File: config.mk
export PLATFORM = sky130hd
export DESIGN_NAME = rtsf_framer
export DESIGN_NICKNAME = d
export VERILOG_FILES = /design/src/rtsf_pkg.sv /design/src/rtsf_ingress_if.sv /design/src/rtsf_ingress.sv /design/src/rtsf_framer.sv
export VERILOG_INCLUDE_DIRS = /design/src
export SDC_FILE = /design/constraint.sdc
export NUM_CORES = 1
export LEC_CHECK = 0
export ABC_AREA = 1
export ABC_CLOCK_PERIOD_IN_PS = 9700
export BUFFER_PORTS_ARGS = -buffer_cell sky130_fd_sc_hd__clkbuf_2
export CAP_MARGIN = 20
export CORE_ASPECT_RATIO = 0.7
export CORE_MARGIN = 2
export CORE_UTILIZATION = 29
export CTS_BUF_LIST = sky130_fd_sc_hd__clkbuf_4 sky130_fd_sc_hd__clkbuf_8
export DETAILED_ROUTE_END_ITERATION = 6
export PLACE_DENSITY = 0.49
export SYNTH_ARGS = -nofsm -noshare
export SYNTH_HDL_FRONTEND = slang
export SYNTH_SLANG_ARGS = --single-unit
File: constraint.sdc
create_clock -name core_clk_i -period 9.7 [get_ports core_clk_i]
set_input_delay 0.485 -clock core_clk_i [delete_from_list [all_inputs] [get_ports core_clk_i]]
set_output_delay 0.485 -clock core_clk_i [all_outputs]
set_load 0.02 [all_outputs]
File: src/rtsf_defines.svh
// Constants of the 128-bit receive stream framer
`ifndef RTSF_DEFINES_SVH
`define RTSF_DEFINES_SVH

`define RTSF_DATA_W 128
`define RTSF_QW_W 64
`define RTSF_USER_W 22
`define RTSF_SOF_LSB 10
`define RTSF_SOF_MSB 14
`define RTSF_EOF_LSB 17
`define RTSF_EOF_MSB 21
`define RTSF_FLAG_BIT 4
`define RTSF_MARK_NONE 5'h00
`define RTSF_SOF_BYTE0 5'h10
`define RTSF_SOF_BYTE8 5'h18
`define RTSF_EOF_LOW 2'h3
`define RTSF_TUSER_RST 22'h000000
`define RTSF_DATA_RST 128'h0
`define RTSF_QW_ZERO 64'h0
`define RTSF_FIFO_DEPTH 2

`endif

File: src/rtsf_pkg.sv
// Types shared by the receive stream framer modules
package rtsf_pkg;

  // One ingress word: up to four DWORDs of one packet, DWORD 0 lowest
  typedef struct packed {
    logic [127:0] data;
    logic sop;
    logic eop;
    logic [1:0] last;
  } rtsf_word_t;

  // Gray order along align -> shift -> flush
  typedef enum logic [1:0] {
    RTSF_ST_ALIGN = 2'b00,
    RTSF_ST_SHIFT = 2'b01,
    RTSF_ST_FLUSH = 2'b11
  } rtsf_state_t;

endpackage : rtsf_pkg

File: src/rtsf_ingress_if.sv
// Peek and pop channel between ingress buffer and framer
`timescale 1ns/1ps
interface rtsf_ingress_if;
  import rtsf_pkg::*;
  rtsf_word_t head;
  rtsf_word_t next;
  logic head_vld;
  logic next_vld;
  logic [1:0] pop;

  modport fifo (
    output head,
    output next,
    output head_vld,
    output next_vld,
    input pop
  );

  modport framer (
    input head,
    input next,
    input head_vld,
    input next_vld,
    output pop
  );
endinterface : rtsf_ingress_if

File: src/rtsf_ingress.sv
// Two-entry ingress buffer with two-word peek and pop of up to two
`timescale 1ns/1ps
`include "rtsf_defines.svh"
module rtsf_ingress
  import rtsf_pkg::*;
(
  input wire logic core_clk_i,
  input wire logic srst_i,
  input wire rtsf_word_t wr_word_i,
  input wire logic wr_valid_i,
  output logic wr_ready_o,
  rtsf_ingress_if.fifo rd
);
  localparam int DEPTH = `RTSF_FIFO_DEPTH;

  rtsf_word_t mem_ff [DEPTH];
  logic rd_ff;
  logic [1:0] count_ff;
  logic ready_ff;
  logic nxt_rd;
  logic [1:0] nxt_count;
  logic nxt_ready;
  logic push;
  logic wr_idx;

  assign push = wr_valid_i && ready_ff;
  // Tail slot is fixed by the current head and fill, whatever is popped
  assign wr_idx = rd_ff ^ count_ff[0];
  assign wr_ready_o = ready_ff;
  assign rd.head = mem_ff[rd_ff];
  assign rd.next = mem_ff[~rd_ff];
  assign rd.head_vld = (count_ff != 2'd0);
  assign rd.next_vld = (count_ff == 2'd2);

  always_comb begin
    nxt_rd = rd_ff ^ rd.pop[0];
    nxt_count = count_ff - rd.pop + {1'b0, push};
    // Registered ready: space for one word on the next edge
    nxt_ready = (nxt_count < 2'd2);
  end

  always_ff @(posedge core_clk_i) begin
    if (srst_i) begin
      rd_ff <= 1'b0;
      count_ff <= 2'd0;
      ready_ff <= 1'b0;
    end else begin
      rd_ff <= nxt_rd;
      count_ff <= nxt_count;
      ready_ff <= nxt_ready;
    end
  end

  for (genvar i = 0; i < DEPTH; i++) begin : g_entry
    always_ff @(posedge core_clk_i) begin
      if (push && (wr_idx == 1'(i))) begin
        mem_ff[i] <= wr_word_i;
      end
    end
  end
endmodule : rtsf_ingress

File: src/rtsf_framer.sv
// Receive stream framer: packs packet words into 128-bit marked beats
`timescale 1ns/1ps
`include "rtsf_defines.svh"
module rtsf_framer
  import rtsf_pkg::*;
(
  input wire logic core_clk_i,
  input wire logic srst_i,
  input wire logic [127:0] pkt_data_i,
  input wire logic pkt_valid_i,
  input wire logic pkt_sop_i,
  input wire logic pkt_eop_i,
  input wire logic [1:0] pkt_last_dw_i,
  output logic pkt_ready_o,
  output logic [127:0] m_axis_rx_tdata_o,
  output logic m_axis_rx_tvalid_o,
  output logic [21:0] m_axis_rx_tuser_o,
  input wire logic m_axis_rx_tready_i
);
  rtsf_ingress_if ing ();
  rtsf_word_t wr_word;

  rtsf_state_t state_ff;
  rtsf_state_t nxt_state;
  logic [63:0] carry_ff;
  logic [63:0] nxt_carry;
  logic clast_ff;
  logic nxt_clast;
  logic [127:0] tdata_ff;
  logic [127:0] nxt_tdata;
  logic tvalid_ff;
  logic nxt_tvalid;
  logic [21:0] tuser_ff;
  logic [21:0] nxt_tuser;
  logic [4:0] nxt_sof;
  logic [4:0] nxt_eof;
  logic [1:0] pop;
  logic adv;

  assign wr_word = '{data: pkt_data_i, sop: pkt_sop_i, eop: pkt_eop_i,
                     last: pkt_last_dw_i};

  // Upstream stalls through this buffer once a beat held by a low tready has let both entries fill
  rtsf_ingress u_ingress (
    .core_clk_i (core_clk_i),
    .srst_i (srst_i),
    .wr_word_i (wr_word),
    .wr_valid_i (pkt_valid_i),
    .wr_ready_o (pkt_ready_o),
    .rd (ing.fifo)
  );

  assign ing.pop = pop;
  // Output beat may be replaced only once taken or when empty
  assign adv = !tvalid_ff || m_axis_rx_tready_i;

  always_comb begin
    nxt_state = state_ff;
    nxt_carry = carry_ff;
    nxt_clast = clast_ff;
    nxt_tdata = tdata_ff;
    nxt_tvalid = tvalid_ff;
    nxt_sof = tuser_ff[`RTSF_SOF_MSB:`RTSF_SOF_LSB];
    nxt_eof = tuser_ff[`RTSF_EOF_MSB:`RTSF_EOF_LSB];
    pop = 2'd0;
    if (adv) begin
      // Empty slot drops valid and both flags
      nxt_tvalid = 1'b0;
      nxt_sof = `RTSF_MARK_NONE;
      nxt_eof = `RTSF_MARK_NONE;
      case (state_ff)
        RTSF_ST_ALIGN: begin
          if (ing.head_vld) begin
            pop = 2'd1;
            nxt_tvalid = 1'b1;
            nxt_tdata = ing.head.data;
            nxt_sof = ing.head.sop ? `RTSF_SOF_BYTE0 : `RTSF_MARK_NONE;
            nxt_eof = ing.head.eop ?
              {1'b1, ing.head.last, `RTSF_EOF_LOW} : `RTSF_MARK_NONE;
            // Lower-QWORD end with next packet already waiting: straddle
            if (ing.head.eop && !ing.head.last[1] && ing.next_vld &&
                ing.next.sop) begin
              pop = 2'd2;
              nxt_tdata[127:64] = ing.next.data[63:0];
              nxt_sof = `RTSF_SOF_BYTE8;
              nxt_carry = ing.next.data[127:64];
              nxt_clast = ing.next.last[0];
              // Three DWORDs minimum: the new packet cannot also end here
              nxt_state = ing.next.eop ? RTSF_ST_FLUSH : RTSF_ST_SHIFT;
            end
          end
        end
        RTSF_ST_SHIFT: begin
          // Relies on upstream delivering a started packet without gaps
          if (ing.head_vld) begin
            pop = 2'd1;
            nxt_tvalid = 1'b1;
            nxt_tdata = {ing.head.data[63:0], carry_ff};
            nxt_carry = ing.head.data[127:64];
            nxt_clast = ing.head.last[0];
            if (ing.head.eop && !ing.head.last[1]) begin
              nxt_eof = {2'b11, ing.head.last[0], `RTSF_EOF_LOW};
              nxt_state = RTSF_ST_ALIGN;
            end else if (ing.head.eop) begin
              nxt_state = RTSF_ST_FLUSH;
            end
          end
        end
        RTSF_ST_FLUSH: begin
          nxt_tvalid = 1'b1;
          nxt_tdata = {`RTSF_QW_ZERO, carry_ff};
          nxt_eof = {2'b10, clast_ff, `RTSF_EOF_LOW};
          nxt_state = RTSF_ST_ALIGN;
          if (ing.head_vld && ing.head.sop) begin
            pop = 2'd1;
            nxt_tdata[127:64] = ing.head.data[63:0];
            nxt_sof = `RTSF_SOF_BYTE8;
            nxt_carry = ing.head.data[127:64];
            nxt_clast = ing.head.last[0];
            nxt_state = ing.head.eop ? RTSF_ST_FLUSH : RTSF_ST_SHIFT;
          end
        end
        default: begin
          nxt_state = RTSF_ST_ALIGN;
        end
      endcase
    end
    nxt_tuser = `RTSF_TUSER_RST;
    nxt_tuser[`RTSF_SOF_MSB:`RTSF_SOF_LSB] = nxt_sof;
    nxt_tuser[`RTSF_EOF_MSB:`RTSF_EOF_LSB] = nxt_eof;
  end

  always_ff @(posedge core_clk_i) begin
    if (srst_i) begin
      state_ff <= RTSF_ST_ALIGN;
      carry_ff <= `RTSF_QW_ZERO;
      clast_ff <= 1'b0;
      tdata_ff <= `RTSF_DATA_RST;
      tvalid_ff <= 1'b0;
      tuser_ff <= `RTSF_TUSER_RST;
    end else begin
      state_ff <= nxt_state;
      carry_ff <= nxt_carry;
      clast_ff <= nxt_clast;
      tdata_ff <= nxt_tdata;
      tvalid_ff <= nxt_tvalid;
      tuser_ff <= nxt_tuser;
    end
  end

  assign m_axis_rx_tdata_o = tdata_ff;
  assign m_axis_rx_tvalid_o = tvalid_ff;
  assign m_axis_rx_tuser_o = tuser_ff;

  // Checking helpers: open packet tracking on the output side
  logic [4:0] sof_mk;
  logic [4:0] eof_mk;
  logic xfer;
  logic in_pkt_ff;
  logic nxt_in_pkt;

  assign sof_mk = tuser_ff[`RTSF_SOF_MSB:`RTSF_SOF_LSB];
  assign eof_mk = tuser_ff[`RTSF_EOF_MSB:`RTSF_EOF_LSB];
  assign xfer = tvalid_ff && m_axis_rx_tready_i;

  always_comb begin
    nxt_in_pkt = in_pkt_ff;
    if (xfer && sof_mk[4]) begin
      nxt_in_pkt = !eof_mk[4] || (sof_mk == `RTSF_SOF_BYTE8);
    end else if (xfer && eof_mk[4]) begin
      nxt_in_pkt = 1'b0;
    end
  end

  always_ff @(posedge core_clk_i) begin
    if (srst_i) begin
      in_pkt_ff <= 1'b0;
    end else begin
      in_pkt_ff <= nxt_in_pkt;
    end
  end
endmodule : rtsf_framer

# Yosys cells after proc, flatten, opt, wreduce, memory -nomap -nowiden
# Memory sizes are Yosys's and may differ from the RTL's. A register that Yosys moved wholly into a read port is not among the register bits.
# Cells that the tools add are included.
# W data, S select, Z words.
[totals]
mem_bits_rw = 264
word_cells = 94
input_bits = 136
output_inout_bits = 152
mem_count = 1
register_bits = 222
[op_classes]
magnitude_cmp = 1
n_bitwise = 4
n_reduce_logical = 18
addsub = 2
n_mux = 50
n_eq_ne = 8
[memory_table]
columns = ["name", "words", "word_bits", "rd", "rd_ports_with_merged_regs", "wr", "line_no", "rtl"]
rows = [
  ["u_ingress.mem_ff", 2, 132, 2, 1, 1, "rtsf_ingress.sv:16", "rtsf_word_t mem_ff [DEPTH];"],
]
[op_table]
columns = ["operator", "count"]
rows = [
  ["$mux W64", 6],
  ["$pmux W128 S3", 1],
  ["$mux W128", 2],
  ["$pmux W64 S3", 1],
  ["$mux W132", 1],
  ["$reduce_or A132 Y1", 1],
  ["$mux W5", 8],
  ["$mux W2", 11],
  ["$pmux W5 S3", 1],
  ["$mux W1", 14],
  ["$pmux W2 S3", 2],
  ["$pmux W5 S2", 1],
  ["$ne A2 B2 Y1 const B", 4],
  ["$logic_and A1 B1 Y1", 7],
  ["$reduce_and A6 Y1", 1],
  ["$reduce_and A5 Y1", 1],
  ["$eq A2 B2 Y1 const B", 2],
  ["$reduce_and A4 Y1", 1],
  ["$ne A3 B3 Y1 const B", 1],
  ["$pmux W1 S3", 1],
  ["$reduce_bool A3 Y1", 1],
  ["$add A2 B1 Y2", 1],
  ["$eq A2 B1 Y1 const B", 1],
  ["$logic_not A1 Y1", 2],
  ["other kinds (9)", 11],
]

# Logic depth before layout (Yosys ltp)
# Gate-level depths: netlist (run 1).
[depth]
word_depth = 11
depth_mapped = 20
mapped_depth_nobuf = 19

# Cells and area by module
# From an unflattened synthesis (run 1), not the netlist that was laid out.
[hier_totals]
hier_cells = 2671
hier_area_um2 = 21654.5
[modules_own_cells]
columns = ["mod", "n_inst", "area_each_um2", "cells_each"]
rows = [
  ["rtsf_ingress", 1, 11363.4, 1019],
  ["rtsf_framer", 1, 10291.1, 1652],
]

# Worst setup path before layout (run 1)
# No wires, ideal clock.
[synth_timing]
path_type = "register to register"
start = "register u_ingress.rd_ff"
end = "memory u_ingress.mem_ff[0][0] in the netlist's numbering (enable)"
n_path_buf = 4
required_ns = 9.073
slack_ns = 2.460
period_less_slack_ns = 7.240
setup_time_ns = 0.627
path_stages_with_launch = 8
arrival_ns = 6.613
path_cell_list = "dfxtp_1 buf_6 buf_6 buf_2 buf_2 xnor2_1 inv_1 nor2_1"
[synth_via]
elab_chain_cells = 6
[synth_rtl]
columns = ["item", "line_no", "rtl"]
rows = [
  ["from (decl)", "rtsf_ingress.sv:17", "logic rd_ff;"],
  ["from (signal assigned)", "rtsf_ingress.sv:48", "rd_ff <= nxt_rd;"],
  ["$xor A1 B1 Y1 (*)", "rtsf_ingress.sv:28", "assign wr_idx = rd_ff ^ count_ff[0];"],
  ["$logic_and A1 B1 Y1 / $not A1 Y1 (equally long branches)", "rtsf_ingress.sv:56", "if (push && (wr_idx == 1'(i))) begin"],
  ["$mux W1 / $logic_and A1 B1 Y1 (equally long branches)", "rtsf_ingress.sv:56", ""],
  ["$mux W1, on equally long branches", "rtsf_ingress.sv:57, rtsf_ingress.sv:56", ""],
  ["$reduce_or A132 Y1 (no line) / $mux W1 (equally long branches)", "n/a", ""],
  ["$mux W1 (no line)", "n/a", ""],
  ["to (decl)", "rtsf_ingress.sv:16", ""],
]
# Every way passes the cells marked *; elsewhere a longest branch is shown, timed or not.

# Worst setup path in the final report (run 1)
[layout_timing]
start = "register state_ff[0]"
end = "register tdata_ff[12] (netlist: m_axis_rx_tdata_o[12])"
[layout_via]
elab_chain_cells = 3
[layout_rtl]
columns = ["item", "line_no", "rtl"]
rows = [
  ["from (decl)", "rtsf_framer.sv:23", "rtsf_state_t state_ff;"],
  ["from (signal assigned)", "rtsf_framer.sv:142", "state_ff <= nxt_state;"],
  ["$eq A2 B1 Y1, or another cell as far along", "rtsf_framer.sv:71", "case (state_ff)"],
  ["$ne A2 B2 Y1 (no line) / $reduce_bool A3 Y1 (equally long branches)", "n/a", ""],
  ["$reduce_and A4 Y1 (no line)", "n/a", ""],
  ["to (signal assigned)", "rtsf_framer.sv:138", "tdata_ff <= `RTSF_DATA_RST;"],
  ["to (signal assigned)", "rtsf_framer.sv:145", "tdata_ff <= nxt_tdata;"],
  ["to (decl)", "rtsf_framer.sv:29", "logic [127:0] tdata_ff;"],
]
# Parallel ways exist; a longest one is shown, timed or not.
# A chain may end at the register's enable or synchronous reset.

==> results, run 1 <==
- The run finished with clean final reports.
- The power spent charging and discharging nets is 3600 uW.
- The clock network burns 23.6% of the power.
- The number of fill cells in the layout is 7,571.
- CTS built an H-tree with a depth of 3.
- The fraction of registers with async set/reset is 0%.
- Synthesis instantiated 35 different standard cells from the library.
- The share of power burned in registers is 35.1%.
- Setup repair after global routing left no endpoint under its margin.
- By instance count, the cell type seen most on the critical path is buf_4.
- The number of nets still failing antenna checks after routing is 0.
- The weighted congestion reported at the end of routability-driven placement is 0.774.
- Measured along the y axis, the die boundary spans 233 um.
- In this run, synthesis produced a sequential element count of 469.
- The delay of the slowest critical-path stage is 0.79 ns.
- In this run the worst hold path is classified as input port to flop.
- Combinational logic is responsible for 41.4% of the overall power.
- The final layout contains routed wiring with a total length of 68,600 um.
- After detailed routing, the number of remaining DRC violations is 0.
- Once layout is complete, the cells apart from fillers number 3,806.
- After floorplanning, the core was divided into 83 placement rows.
- The data required time at the worst endpoint is 10.27 ns.
- Max-cap violations in this run came to 0.
- The number of flops mapped to enable cells by yosys is 264.
- In this run the worst path has a maximum fanout of 86.
- After synthesis, the most frequently instantiated cells are 467 x nand2_1, 354 x o21ai_0, 264 x edfxtp_1.
- The mapped netlist covers 0.0217 mm^2.
- The kind of start point of the critical path is a flop.
- The worst path in the final design needs a cycle of 4.59 ns, including I/O delays and setup.
- After synthesis, the cell types taking the most area are edfxtp_1 37%, dfxtp_1 19%, o21ai_0 8.2%.
- The share of the Yosys chip area taken by registers is 55.5%.
- Compared with the post-synthesis result, the final layout area differs by 22.5%.
- Counting both buffers and inverters, the worst setup path holds a total of 4.
- The largest voltage drop on the vdd net is 0.000188 V.
- After global routing the overflow that remains totals 0.
- Once detailed placement completed, the half-perimeter wirelength came to 39,200 um.
- The initial antenna violation count was 6.
- Derived from the worst setup path, the maximum achievable clock frequency is 218 MHz.
- The clock arrives with 0.0303 ns of skew.
- The leakage power summed over all cells is 0.0108 uW.
- The layout net count is 2,902.
- The clock transition at the registers of the reported paths is 0.06 ns.
- The number of top-level design ports is 288.
- The share of the clock period used by the worst path after layout is 47.3%.
- The first detailed-routing pass took 5 iterations.
- Setup violations remaining at the end of the flow were counted as 0.
- For this configuration, the core starts out at a cell density of 29.4%.
- The global-route wire length before repair is 104,000 um.
- The number of placed instances, taps included, is 3,523.
- The area of the core is 0.0736 mm^2.
- The die covers 0.0770 mm^2.
- Dividing total power by cell area gives a power density of 315 mW/mm^2.
- Buffers inserted during clock tree synthesis total 82.
- Entering global routing, the biggest net connects 215 pins.
- The number of clock sinks seen by CTS is 469.
- Clock latency on the worst-skew pair, taken at its later pin, is 0.67 ns.
- The setup path with the least slack is of type flop to flop.
- The overall via count from detail_route is 18,400.
- Summed over its instances, the top area cell type makes up 36.6% of the synthesized netlist area.
- The number of buffers inserted by port buffering is 272.
- The critical path data arrival time is 5.16 ns.
- The global-route total usage across every layer is 17.5%.
- The primary flip-flop cell chosen by synthesis mapping is edfxtp_1.
- Dividing the detail-routed wire length by the instance count gives 18.0 um.
- Post-CTS repair changed the size of 0 cells.
- In this run, the number of DRC markers left after iteration 0 of detailed routing was 1,283.
- The number of setup buffers added after CTS is 0.
- The share of layout cells above drive strength 1 is 16.3%.
- The family with the most delay on the worst path is buffers and inverters.
- The via density per instance is 4.83.
- The max-slew violation count is 0.
- TritonCTS built the clock tree.
- STA classifies the critical path endpoint as a flop.
- The number of buffers on the longest clock path is 3.
- Headroom to the max-slew limit came out at 25.7%.
- The via count of the first global-routing pass was 17,600.
- The most frequent cell after synthesis is nand2_1.
- The x dimension of the die is 331 um.
- The switching portion of total power is 43.0%.
- The measured slew at the worst slew-check pin is 1.12 ns.
- Cell internal power was estimated by the tool at 4760 uW.
- The tree is rooted in a clkbuf_8.
- On the critical path, the stage with the largest delay is an instance of buf_4.
- Walking the worst path, the cells encountered are inv_1, ha_1, o21ai_1, nand3b_1, buf_4, inv_4, buf_4, o21ai_0, a31oi_1.
- The count of final hold-check violations is 0.
- In the synthesized netlist, the number of instances is 2,447.
- Each instance of the synthesized netlist takes up on average 8.86 um^2.
- During synthesis, Yosys emitted a total of 0 warnings.
- The largest total area in the synthesized netlist belongs to edfxtp_1.
- For the final routed database, the setup TNS stands at 0 ns.
==> cell families (layout without fill, tap and decap cells) <==
family                   Yosys count  in the layout  synth area share [%]
multiplexers                      51             51                  2.35
other                              1             16                0.0173
AO/OA/AOI/OAI                    686            686                  16.8
AND/OR/NAND/NOR                  859            859                  16.9
XOR/XNOR                           2              2                0.0808
adder cells (fa/ha/maj)            7              7                 0.404
buffers and inverters            372            739                  7.99
flip-flops                       469            469                  55.5
==> routing by layer <==
metal	global-route usage, %	vias up	share of wire [%]
li1	-	9010	-
met1	24.5	8702	48
met2	27.1	532	44
met3	3.71	124	6.0
met4	5.36	8	2.1
met5	0	-	0.067
==> worst paths after layout <==
kind / from / slack, ns / cells past startpoint / endpoint
max reg2reg: state_ff[0]$_SDFFE_PP0P_ / 5.11 / 9 / m_axis_rx_tdata_o[12]$_SDFFE_PP0P_
max: state_ff[0]$_SDFFE_PP0P_ / 5.11 / 9 / m_axis_rx_tdata_o[12]$_SDFFE_PP0P_
min reg2reg: carry_ff[40]$_SDFFE_PP0P_ / 0.48 / 2 / carry_ff[40]$_SDFFE_PP0P_
min: pkt_data_i[122] / 0.1 / 1 / u_ingress.mem_ff[0][126]$_DFFE_PP_
==> area by class of cell <==
cell class                 count  area [um^2]  area share, %
clock inverter                30          193          0.726
antenna                        1         2.50        0.00943
multi-input combinational   1620         8010           30.2
inverter                     161          621           2.34
sequential                   469        12000           45.3
clock buffer                 123         1590           5.98
timing repair buffer         425         2880           10.8
tap                          977         1220           4.60
==> repair_timing <==
action / CTS / global route
hold buffers: 129 / 0
setup endpoints to repair: 0 / 0
endpoints found under the hold margin: 258 / 0
==> flip-flops by register name (all words and copies together) (netlist names) <==
name and flops:
carry_ff 64, clast_ff 1, m_axis_rx_tdata_o 128, m_axis_rx_tuser_o 5, m_axis_rx_tvalid_o 1, state_ff 2
u_ingress.count_ff 2, u_ingress.mem_ff 264, u_ingress.rd_ff 1, u_ingress.wr_ready_o 1
==> worst register-to-register path: stages, from the launching register on <==
cell	delay, ns
dfxtp_4	0.76
inv_1	0.23
ha_1	0.35
o21ai_1	0.19
nand3b_1	0.59
buf_4	0.53
inv_4	0.58
buf_4	0.79
o21ai_0	0.27
a31oi_1	0.20
==> through the flow <==
step                area (um^2)  setup WS (ns)  total power (uW)  utilization (%)  hold slack (ns)
floorplan                 21700           2.46              5460                -            0.451
global placement          23400           5.13              6350             31.8            0.461
detailed placement        23500           5.05              6410             31.9            0.469
CTS                       26500           5.02              8460             36.1          0.00232
global route              26600           4.74              8980             36.1           0.0283
finish                    26600           5.11              8360             36.1           0.0987
==> placed cells by master (no fill, tap or decap), types with 66 or more instances in the layout <==
cell,n
dfxtp_1,203
clkbuf_2,272
clkbuf_8,106
edfxtp_1,264
inv_1,155
nand2_1,466
dlygate4sd3_1,129
nor2_1,194
a21oi_1,217
nand3_1,121
nand3b_1,66
o21ai_0,354
==> power groups by stage <==
stage	Sequential [uW]	Combinational, uW	Clock [uW]
6_report	2930	3460	1970
5_1_grt	2980	3880	2110
3_3_place_gp	2960	3390	0
2_1_floorplan	3110	2350	0
3_5_place_dp	2970	3440	0
4_1_cts	2930	3500	2040
No activity file was read; power rests on OpenSTA's default activity.
==> run 2, diff against run 1 <==
--- a/config.mk
+++ b/config.mk
@@ -6,8 +6,8 @@
 export SDC_FILE = /design/constraint.sdc
 export NUM_CORES = 1
 export LEC_CHECK = 0
-export ABC_AREA = 1
-export ABC_CLOCK_PERIOD_IN_PS = 9700
+export ABC_AREA = 0
+export ABC_CLOCK_PERIOD_IN_PS = 3900
 export BUFFER_PORTS_ARGS = -buffer_cell sky130_fd_sc_hd__clkbuf_2
 export CAP_MARGIN = 20
 export CORE_ASPECT_RATIO = 0.7
@@ -15,7 +15,7 @@
 export CORE_UTILIZATION = 29
 export CTS_BUF_LIST = sky130_fd_sc_hd__clkbuf_4 sky130_fd_sc_hd__clkbuf_8
 export DETAILED_ROUTE_END_ITERATION = 6
-export PLACE_DENSITY = 0.49
+export PLACE_DENSITY = 0.5
 export SYNTH_ARGS = -nofsm -noshare
 export SYNTH_HDL_FRONTEND = slang
 export SYNTH_SLANG_ARGS = --single-unit
==> constraint.sdc (replaced) <==
create_clock -name core_clk_i -period 3.9 [get_ports core_clk_i]
set_input_delay 0.195 -clock core_clk_i [delete_from_list [all_inputs] [get_ports core_clk_i]]
set_output_delay 0.195 -clock core_clk_i [all_outputs]
set_load 0.02 [all_outputs]
==> run 2 against run 1 <==
Via count fell by 11%. Hold slack better by 0.031 ns. Core utilization rose by 0.47 points. Global-route usage decreased by 0.45 points. Largest cell class unchanged. Critical path type unchanged.
==> results, run 2 <==
- The share of Yosys cell area claimed by the top area cell type is 36.9%.
- Among all flip-flop cells after synthesis, the most frequent one is edfxtp_1.
- The path with the worst hold slack has its endpoint at m_axis_rx_tdata_o[127]$_SDFFE_PP0P_.
- The count of nets left with antenna violations once routing finished came out at 0.
- The net count of the finished layout is 2,407.
- The worst hold path passes through 2 cells.
- Adding up every negative setup slack in the final design gives 0 ns.
- The area of the core is 0.0733 mm^2.
- At the end of routability-driven placement, the weighted congestion stood at 0.810.
- The floorplan step set the die width to 329 um.
- The type of element capturing the critical path is a flop.
- Along the worst path, the maximum fanout reaches 19.
- The cell at the root of the clock tree is clkbuf_8.
- The via count of the first global-routing pass is 16,600.
- The library cells used most frequently in the layout, excluding fill and tap cells, are 271 x clkbuf_2, 264 x nor2_1, 264 x edfxtp_1, 203 x dfxtp_1, 198 x mux2i_1.
- After the flow finishes, the layout carries non-filler instances totaling 3,312.
- The run finished with clean final reports.
- The reg2reg setup slack is 0.68 ns.
- The count of synthesis-stage warnings from yosys is 0.
- Setup repair after global routing left no endpoint under its margin.
- The number of CTS-inserted buffers is 82.
- The relative max-transition margin is 27.2%.
- STA classifies the critical path startpoint as a flop.
- Across the run, the number of max-cap violations was 0.
- The area overhead of the layout relative to synthesis is 24.7%.
- The number of buffers on the longest clock path is 3.
- Summed over all layers, the routed wires come to 66,600 um.
- Counting flops and latches in the post-synthesis netlist gives 469.
- The full die area is 0.0763 mm^2.
- The startpoint identified for the worst hold timing path is srst_i.
- After synthesis, the mean cell area works out to 11.2 um^2.
- The largest total area in the synthesized netlist belongs to edfxtp_1.
- In this run, synthesis inferred 264 flip-flops with an integrated enable.
- The gate count after technology mapping is 1,923.
- The number of clock sinks seen by CTS is 469.
- The commonest cells after synthesis are 265 x nor2_1, 264 x edfxtp_1, 205 x dfxtp_1.
- The level count of the clock H-tree is 3.
- The clock latency on the worst-skew pair is 0.69 ns.
- After detailed placement, the design holds a cell count of 3,023.
- After clock tree synthesis, the repair step resized 0 gates.
- 288 I/O pins were placed.
- At the pin with the least slew margin, the transition time is 1.09 ns.
- After legalization and detailed placement, the total HPWL measured 38,100 um.
- The critical path is of the flop to flop type.
- The global route total overflow is 0.
- The clock transition at the registers of the reported paths is 0.06 ns.
- At the end of the flow the core is filled with cells to 36.5%.
- After detailed routing, the number of vias per cell comes to 4.93.
- The worst-case IR drop observed on VDD is 0.000720 V.
- The final routed wire length divided by cell count is 20.1 um.
- The initial antenna violation count is 3.
- The maximum operating frequency is 311 MHz.
- The count of final hold-check violations is 0.
- The detailed router placed 16,300 vias in this run.
- Counting flops per register, the top entry is u_ingress.mem_ff.
- The routed design could run at a clock period as short as 3.22 ns.
- After synthesis the cells add up to 0.0215 mm^2.
- In this run the core area contains 83 standard-cell rows.
- The effective utilization at floorplan is 29.3%.
- The startpoint of the lowest-slack register-to-register path is state_ff[0]$_SDFFE_PP0P_.
- The count of routing violations after the opening detailed-route iteration is 1,022.
- The endpoint of the lowest-slack register-to-register path is u_ingress.count_ff[1]$_SDFF_PP0_.
- Hold timing on the final database bottoms out at a slack of 0.129 ns.
- Input and output buffers added on the ports amount to 272.
- The critical path data arrival time is 3.82 ns.
- The power density relative to cell area is 743 mW/mm^2.
- After synthesis, the share of flip-flops with an asynchronous set or reset is 0%.
- The number of setup violations in the final report is 0.
- For the final database, setup skew stands at 0.0322 ns.
- Entering global routing, the biggest net connects 150 pins.
- Leaving out fill and tap cells, the most frequent cell in the layout is clkbuf_2.
- The global-route total usage across every layer is 17.1%.
- The leakage power summed over all cells is 0.0104 uW.
- The global-route wire length before repair is 100,000 um.
- In the post-synthesis netlist, the biggest area contributors are edfxtp_1 37%, dfxtp_1 19%, mux2i_1 9.2%.
- Before antenna repair, the detailed router went through 5 iterations.
- The distinct cell type count after synthesis is 54.
- Data on the critical path is required at its endpoint by 4.50 ns.
- The max-slew violation count is 0.
- The total power is 19,900 uW.
- The path category of the worst min-delay check is input port to flop.
- In the post-synthesis netlist, the cell with the most instances is nor2_1.
- The sequential-to-total area share from yosys stat is 56.0%.
- The flip-flop count of the largest register after layout is 264.
- The number of hold buffers added after CTS was 133.
- Dividing the final minimum period by the clock period gives 82.5%.
- The cell depth of the worst flop-to-flop path is 11.
- Buffers added to address setup during post-CTS repair amount to 0.
- The share of layout cells above drive strength 1 is 23.1%.
- In this run the vertical extent of the chip is 232 um.
- The post-detailed-route DRC marker count is 0.
- TritonCTS built the clock tree.
==> run 2: critical path, cell delays in order, from the launching register on <==
cell     delay, ns
dfxtp_4       0.54
ha_1          0.47
o21ai_0       0.38
o21ai_0       0.32
a22o_1        0.25
ha_1          0.25
inv_1         0.06
ha_1          0.15
xor2_1        0.18
xnor2_1       0.10
or2_2         0.29
mux2i_1       0.15
==> run 2: logic make-up after synthesis <==
| family | synth area share, % |
|---|---|
| and+or+nand+nor | 12.4 |
| xor gates and xnor gates | 0.122 |
| adders and majority gates | 0.408 |
| AOI/OAI and AO/OA | 10.7 |
| DFF | 56.0 |
| muxes | 16.1 |
| other | 0.0175 |
| buffers and inverters | 4.25 |
==> run 2: where the power goes <==
group / internal, uW / switching [uW]
Clock: 2680 / 2150
Sequential: 6410 / 620
Combinational: 2860 / 5180
==> run 2: cell type report <==
class,instances,area (um^2)
diodes,2,5.00
fillers,7314,46500
clock buffers,129,1590
well taps,977,1220
multi-input cells,1272,8660
inverters,7,26.3
clock inverters,24,160
flip-flops and latches,469,12000
repair buffers,432,3080
==> run 2: worst max path at each step <==
| stage | to | from |
|---|---|---|
| after floorplan | u_ingress.mem_ff[1][0]$_DFFE_PP_ | u_ingress.rd_ff$_SDFF_PP0_ |
| final | u_ingress.count_ff[1]$_SDFF_PP0_ | state_ff[0]$_SDFFE_PP0P_ |
| after global placement | u_ingress.count_ff[1]$_SDFF_PP0_ | state_ff[0]$_SDFFE_PP0P_ |
| after global routing | u_ingress.count_ff[1]$_SDFF_PP0_ | state_ff[0]$_SDFFE_PP0P_ |
| after CTS | u_ingress.count_ff[1]$_SDFF_PP0_ | state_ff[0]$_SDFFE_PP0P_ |
| after detailed placement | u_ingress.count_ff[1]$_SDFF_PP0_ | state_ff[0]$_SDFFE_PP0P_ |
==> run 2: per-stage QoR <==
step / area (um^2) / worst slack (ns)
global route: 26800 / 0.458
finish: 26800 / 0.684
CTS: 26700 / 0.693
global placement: 23700 / 0.833
floorplan: 21500 / 0.0294
detailed placement: 23700 / 0.762
==> run 2: routing by layer <==
metal	up-vias	GRT usage, %	wire length (um)
met5	-	0	27
met4	4	5.03	1330
met3	100	4.13	4230
met2	478	25.7	29200
met1	8037	24.3	31800
li1	7704	-	-
==> run 3, diff against run 2 <==
--- a/config.mk
+++ b/config.mk
@@ -7,7 +7,7 @@
 export NUM_CORES = 1
 export LEC_CHECK = 0
 export ABC_AREA = 0
-export ABC_CLOCK_PERIOD_IN_PS = 3900
+export ABC_CLOCK_PERIOD_IN_PS = 2800
 export BUFFER_PORTS_ARGS = -buffer_cell sky130_fd_sc_hd__clkbuf_2
 export CAP_MARGIN = 20
 export CORE_ASPECT_RATIO = 0.7
==> constraint.sdc (replaced) <==
create_clock -name core_clk_i -period 2.8 [get_ports core_clk_i]
set_input_delay 0.14 -clock core_clk_i [delete_from_list [all_inputs] [get_ports core_clk_i]]
set_output_delay 0.14 -clock core_clk_i [all_outputs]
set_load 0.02 [all_outputs]
==> run 3 against run 2 <==
Final cell count is 0.91% higher. Count of clock-buffer cells in the layout is 9 higher. Clock power is 42% higher. Cell area is 1.4% higher. Clock skew is 0.010 ns lower. Combinational power is 44% higher. First-iteration DRC count is 1.3% lower. Critical path type unchanged. Largest cell class unchanged.
==> results, run 3 (synthesized netlist as in run 2, its figures left out) <==
- The number of buffers inserted by port buffering is 272.
- The relative max-transition margin is 29.6%.
- The power density relative to cell area is 1040 mW/mm^2.
- The measured slew at the worst slew-check pin is 1.06 ns.
- Setup repair after global routing could not meet its margin everywhere.
- The clock reaches the later pin of the worst-skew pair after 0.68 ns.
- The share of power burned in registers is 34.6%.
- The kind of start point of the critical path is a flop.
- The clock tree synthesis step divided the H-tree into 3 levels.
- Once the floorplan was initialized, standard cells occupied 29.3% of the core.
- After floorplanning, the core was sized to cover 0.0733 mm^2.
- The power spent charging and discharging nets is 11,000 uW.
- The half-perimeter wire length after detailed placement is 39,800 um.
- The count of final hold-check violations was 0.
- The area overhead of the layout relative to synthesis is 26.4%.
- The proportion of power drawn by combinational gates is 41.1%.
- The via density per instance is 4.97.
- The first global-routing pass estimated 99,500 um of wire.
- The family with the most delay on the worst path is buffers and inverters.
- The cell sitting at the root of the clock tree is a clkbuf_8.
- The total routed wirelength is 66,100 um.
- Derived from the worst setup path, the maximum achievable clock frequency is 375 MHz.
- Cell internal power was estimated by the tool at 17,100 uW.
- Post-CTS timing repair inserted 0 buffers for setup.
- The clock transition at the registers of the reported paths is 0.06 ns.
- Counting both buffers and inverters, the worst setup path holds a total of 2.
- The final routed wire length divided by cell count is 19.8 um.
- VDD sags by at most 0.000939 V.
- The number of nets still failing antenna checks after routing is 0.
- The most flop-heavy register is u_ingress.mem_ff.
- The number of CTS-inserted buffers is 82.
- Overall power consumption after layout is estimated at 28,200 uW.
- The count of routing violations after the opening detailed-route iteration is 1,009.
- The register with the most flip-flops in the layout has 264 of them.
- At the worst endpoint, the required time is 3.31 ns.
- The initial antenna violation count came to 3.
- The detailed-router iteration count before antenna repair is 5.
- The flow ran to the end, and the final reports show no timing, DRC or antenna violations.
- The layout has 7,238 filler cells.
- The library cell contributing the largest single delay on the critical path is buf_4.
- The clock drives 469 sinks.
- Walking the worst path, the cells encountered are nor4bb_4, o211ai_1, buf_4, buf_4, mux2i_1, a211oi_1.
- Routability-driven placement finished with a final weighted congestion of 0.825.
- The x dimension of the die is 329 um.
- The most used cell along the critical path is buf_4.
- The global route total overflow is 0.
- The largest fanout of any net on the critical path is 41.
- The number of buffers on the longest clock path is 3.
- The leakage power summed over all cells is 0.0106 uW.
- In this design, the stage delay of the slowest critical-path cell is 0.77 ns.
- Entering global routing, the biggest net connects 84 pins.
- The path category of the worst min-delay check is input port to flop.
- Net switching is 39.2% of the power.
- The initialized floorplan defines 83 standard-cell rows.
- The reg2reg setup slack is 0.13 ns.
- Summing over every cut layer, the via total after detailed routing is 16,600.
- The library cell used most frequently in the layout, excluding fill and tap cells, is clkbuf_2.
- The height of the die is 232 um.
- The clock network power share is 24.3%.
- Global routing used 17.0% of the available tracks.
- Subtracting the final worst setup slack from the clock period gives 2.67 ns.
- The number of top-level design ports is 288.
- The max-slew violation count was 0.
- The worst setup path is of the flop to flop kind.
- Of the cells placed in the final design, the portion with a size suffix greater than 1 is 24.4%.
- The via count of the first global-routing pass was 16,800.
- For this run, design rule violations remaining after detail routing come to 0.
- The worst hold margin is 0.184 ns.
- The layout net count is 2,437.
- Leaving out fill and tap cells, the most frequent cells in the layout are 271 x clkbuf_2, 264 x nor2_1, 264 x edfxtp_1, 202 x dfxtp_1, 198 x mux2i_1.
- Max-cap violations in this run came to 0.
- The worst setup path is captured at a flop.
- The clock tree from TritonCTS is yes.
- Clock skew on the completed layout was measured at 0.0219 ns.
- The register cell area after layout is 0.0120 mm^2.
- The critical path data arrival time is 3.18 ns.
- The multi-input logic area is 0.00870 mm^2.
- The worst path uses 95.3% of the clock period.
- The die covers 0.0763 mm^2.
- Setup violations remaining at the end of the flow were counted as 0.
==> run 3: changes by cell type in the layout (fill, tap and decap cells not counted), sizes merged <==
cell and delta:
buf +28, bufinv +2, clkinvlp -1, clkbuf +9, clkinv -7, dlygate4sd3 +2
inv -3
==> run 3: through the flow <==
step           setup TNS [ns]  cell area, um^2  setup WS [ns]  std cells  utilization, %
6_report                    0            27100          0.131       3342            37.0
5_1_grt                -0.462            27100        -0.0545       3340            37.0
4_1_cts                     0            27100         0.0915       3340            37.0
3_5_place_dp                0            24000          0.131       3052            32.7
3_3_place_gp                0            24000          0.227       3052            32.7
2_1_floorplan         -179.26            21600         -0.748       1937               -
==> run 3: cell type report <==
| class | count | area share [%] |
|---|---|---|
| clock inverters | 15 | 0.567 |
| diodes | 2 | 0.0184 |
| flip-flops and latches | 469 | 44.3 |
| multi-input cells | 1272 | 32.1 |
| well taps | 977 | 4.50 |
| clock buffers | 138 | 5.98 |
| inverters | 7 | 0.0968 |
| repair buffers | 462 | 12.4 |
==> run 3: final timing paths <==
check / to / start / cells past startpoint
worst max-delay path: m_axis_rx_tdata_o[99]$_SDFFE_PP0P_ / u_ingress.mem_ff[1][2]$_DFFE_PP_ / 6
worst min register to register: m_axis_rx_tuser_o[20]$_SDFFE_PP0N_ / m_axis_rx_tuser_o[20]$_SDFFE_PP0N_ / 2
worst max register to register: m_axis_rx_tdata_o[99]$_SDFFE_PP0P_ / u_ingress.mem_ff[1][2]$_DFFE_PP_ / 6
worst min-delay path: u_ingress.mem_ff[0][57]$_DFFE_PP_ / pkt_data_i[53] / 2
==> run 3: power by group through the flow <==
stage                     Clock [uW]  Combinational [uW]  Sequential (uW)
after CTS                       7060               11600             9750
after global placement             0               11300             9820
after detailed placement           0               11400             9880
after global routing            7400               12700             9910
after floorplan                    0                7070            10400
final                           6840               11600             9760
==> run 3: timing repair <==
item / in CTS / in global routing
hold endpoints to repair: 289 / 0
endpoints found under the setup margin: 0 / 25
resized for setup: 0 / 6
hold buffers: 135 / 0
==> run 3: per-layer routing <==
layer / up-vias / global-route usage (%) / routed length (um)
met5: - / 0 / 40
met4: 6 / 4.83 / 1250
met3: 105 / 4.31 / 4060
met2: 474 / 25.2 / 28500
met1: 8256 / 24.3 / 32200
li1: 7761 / - / -
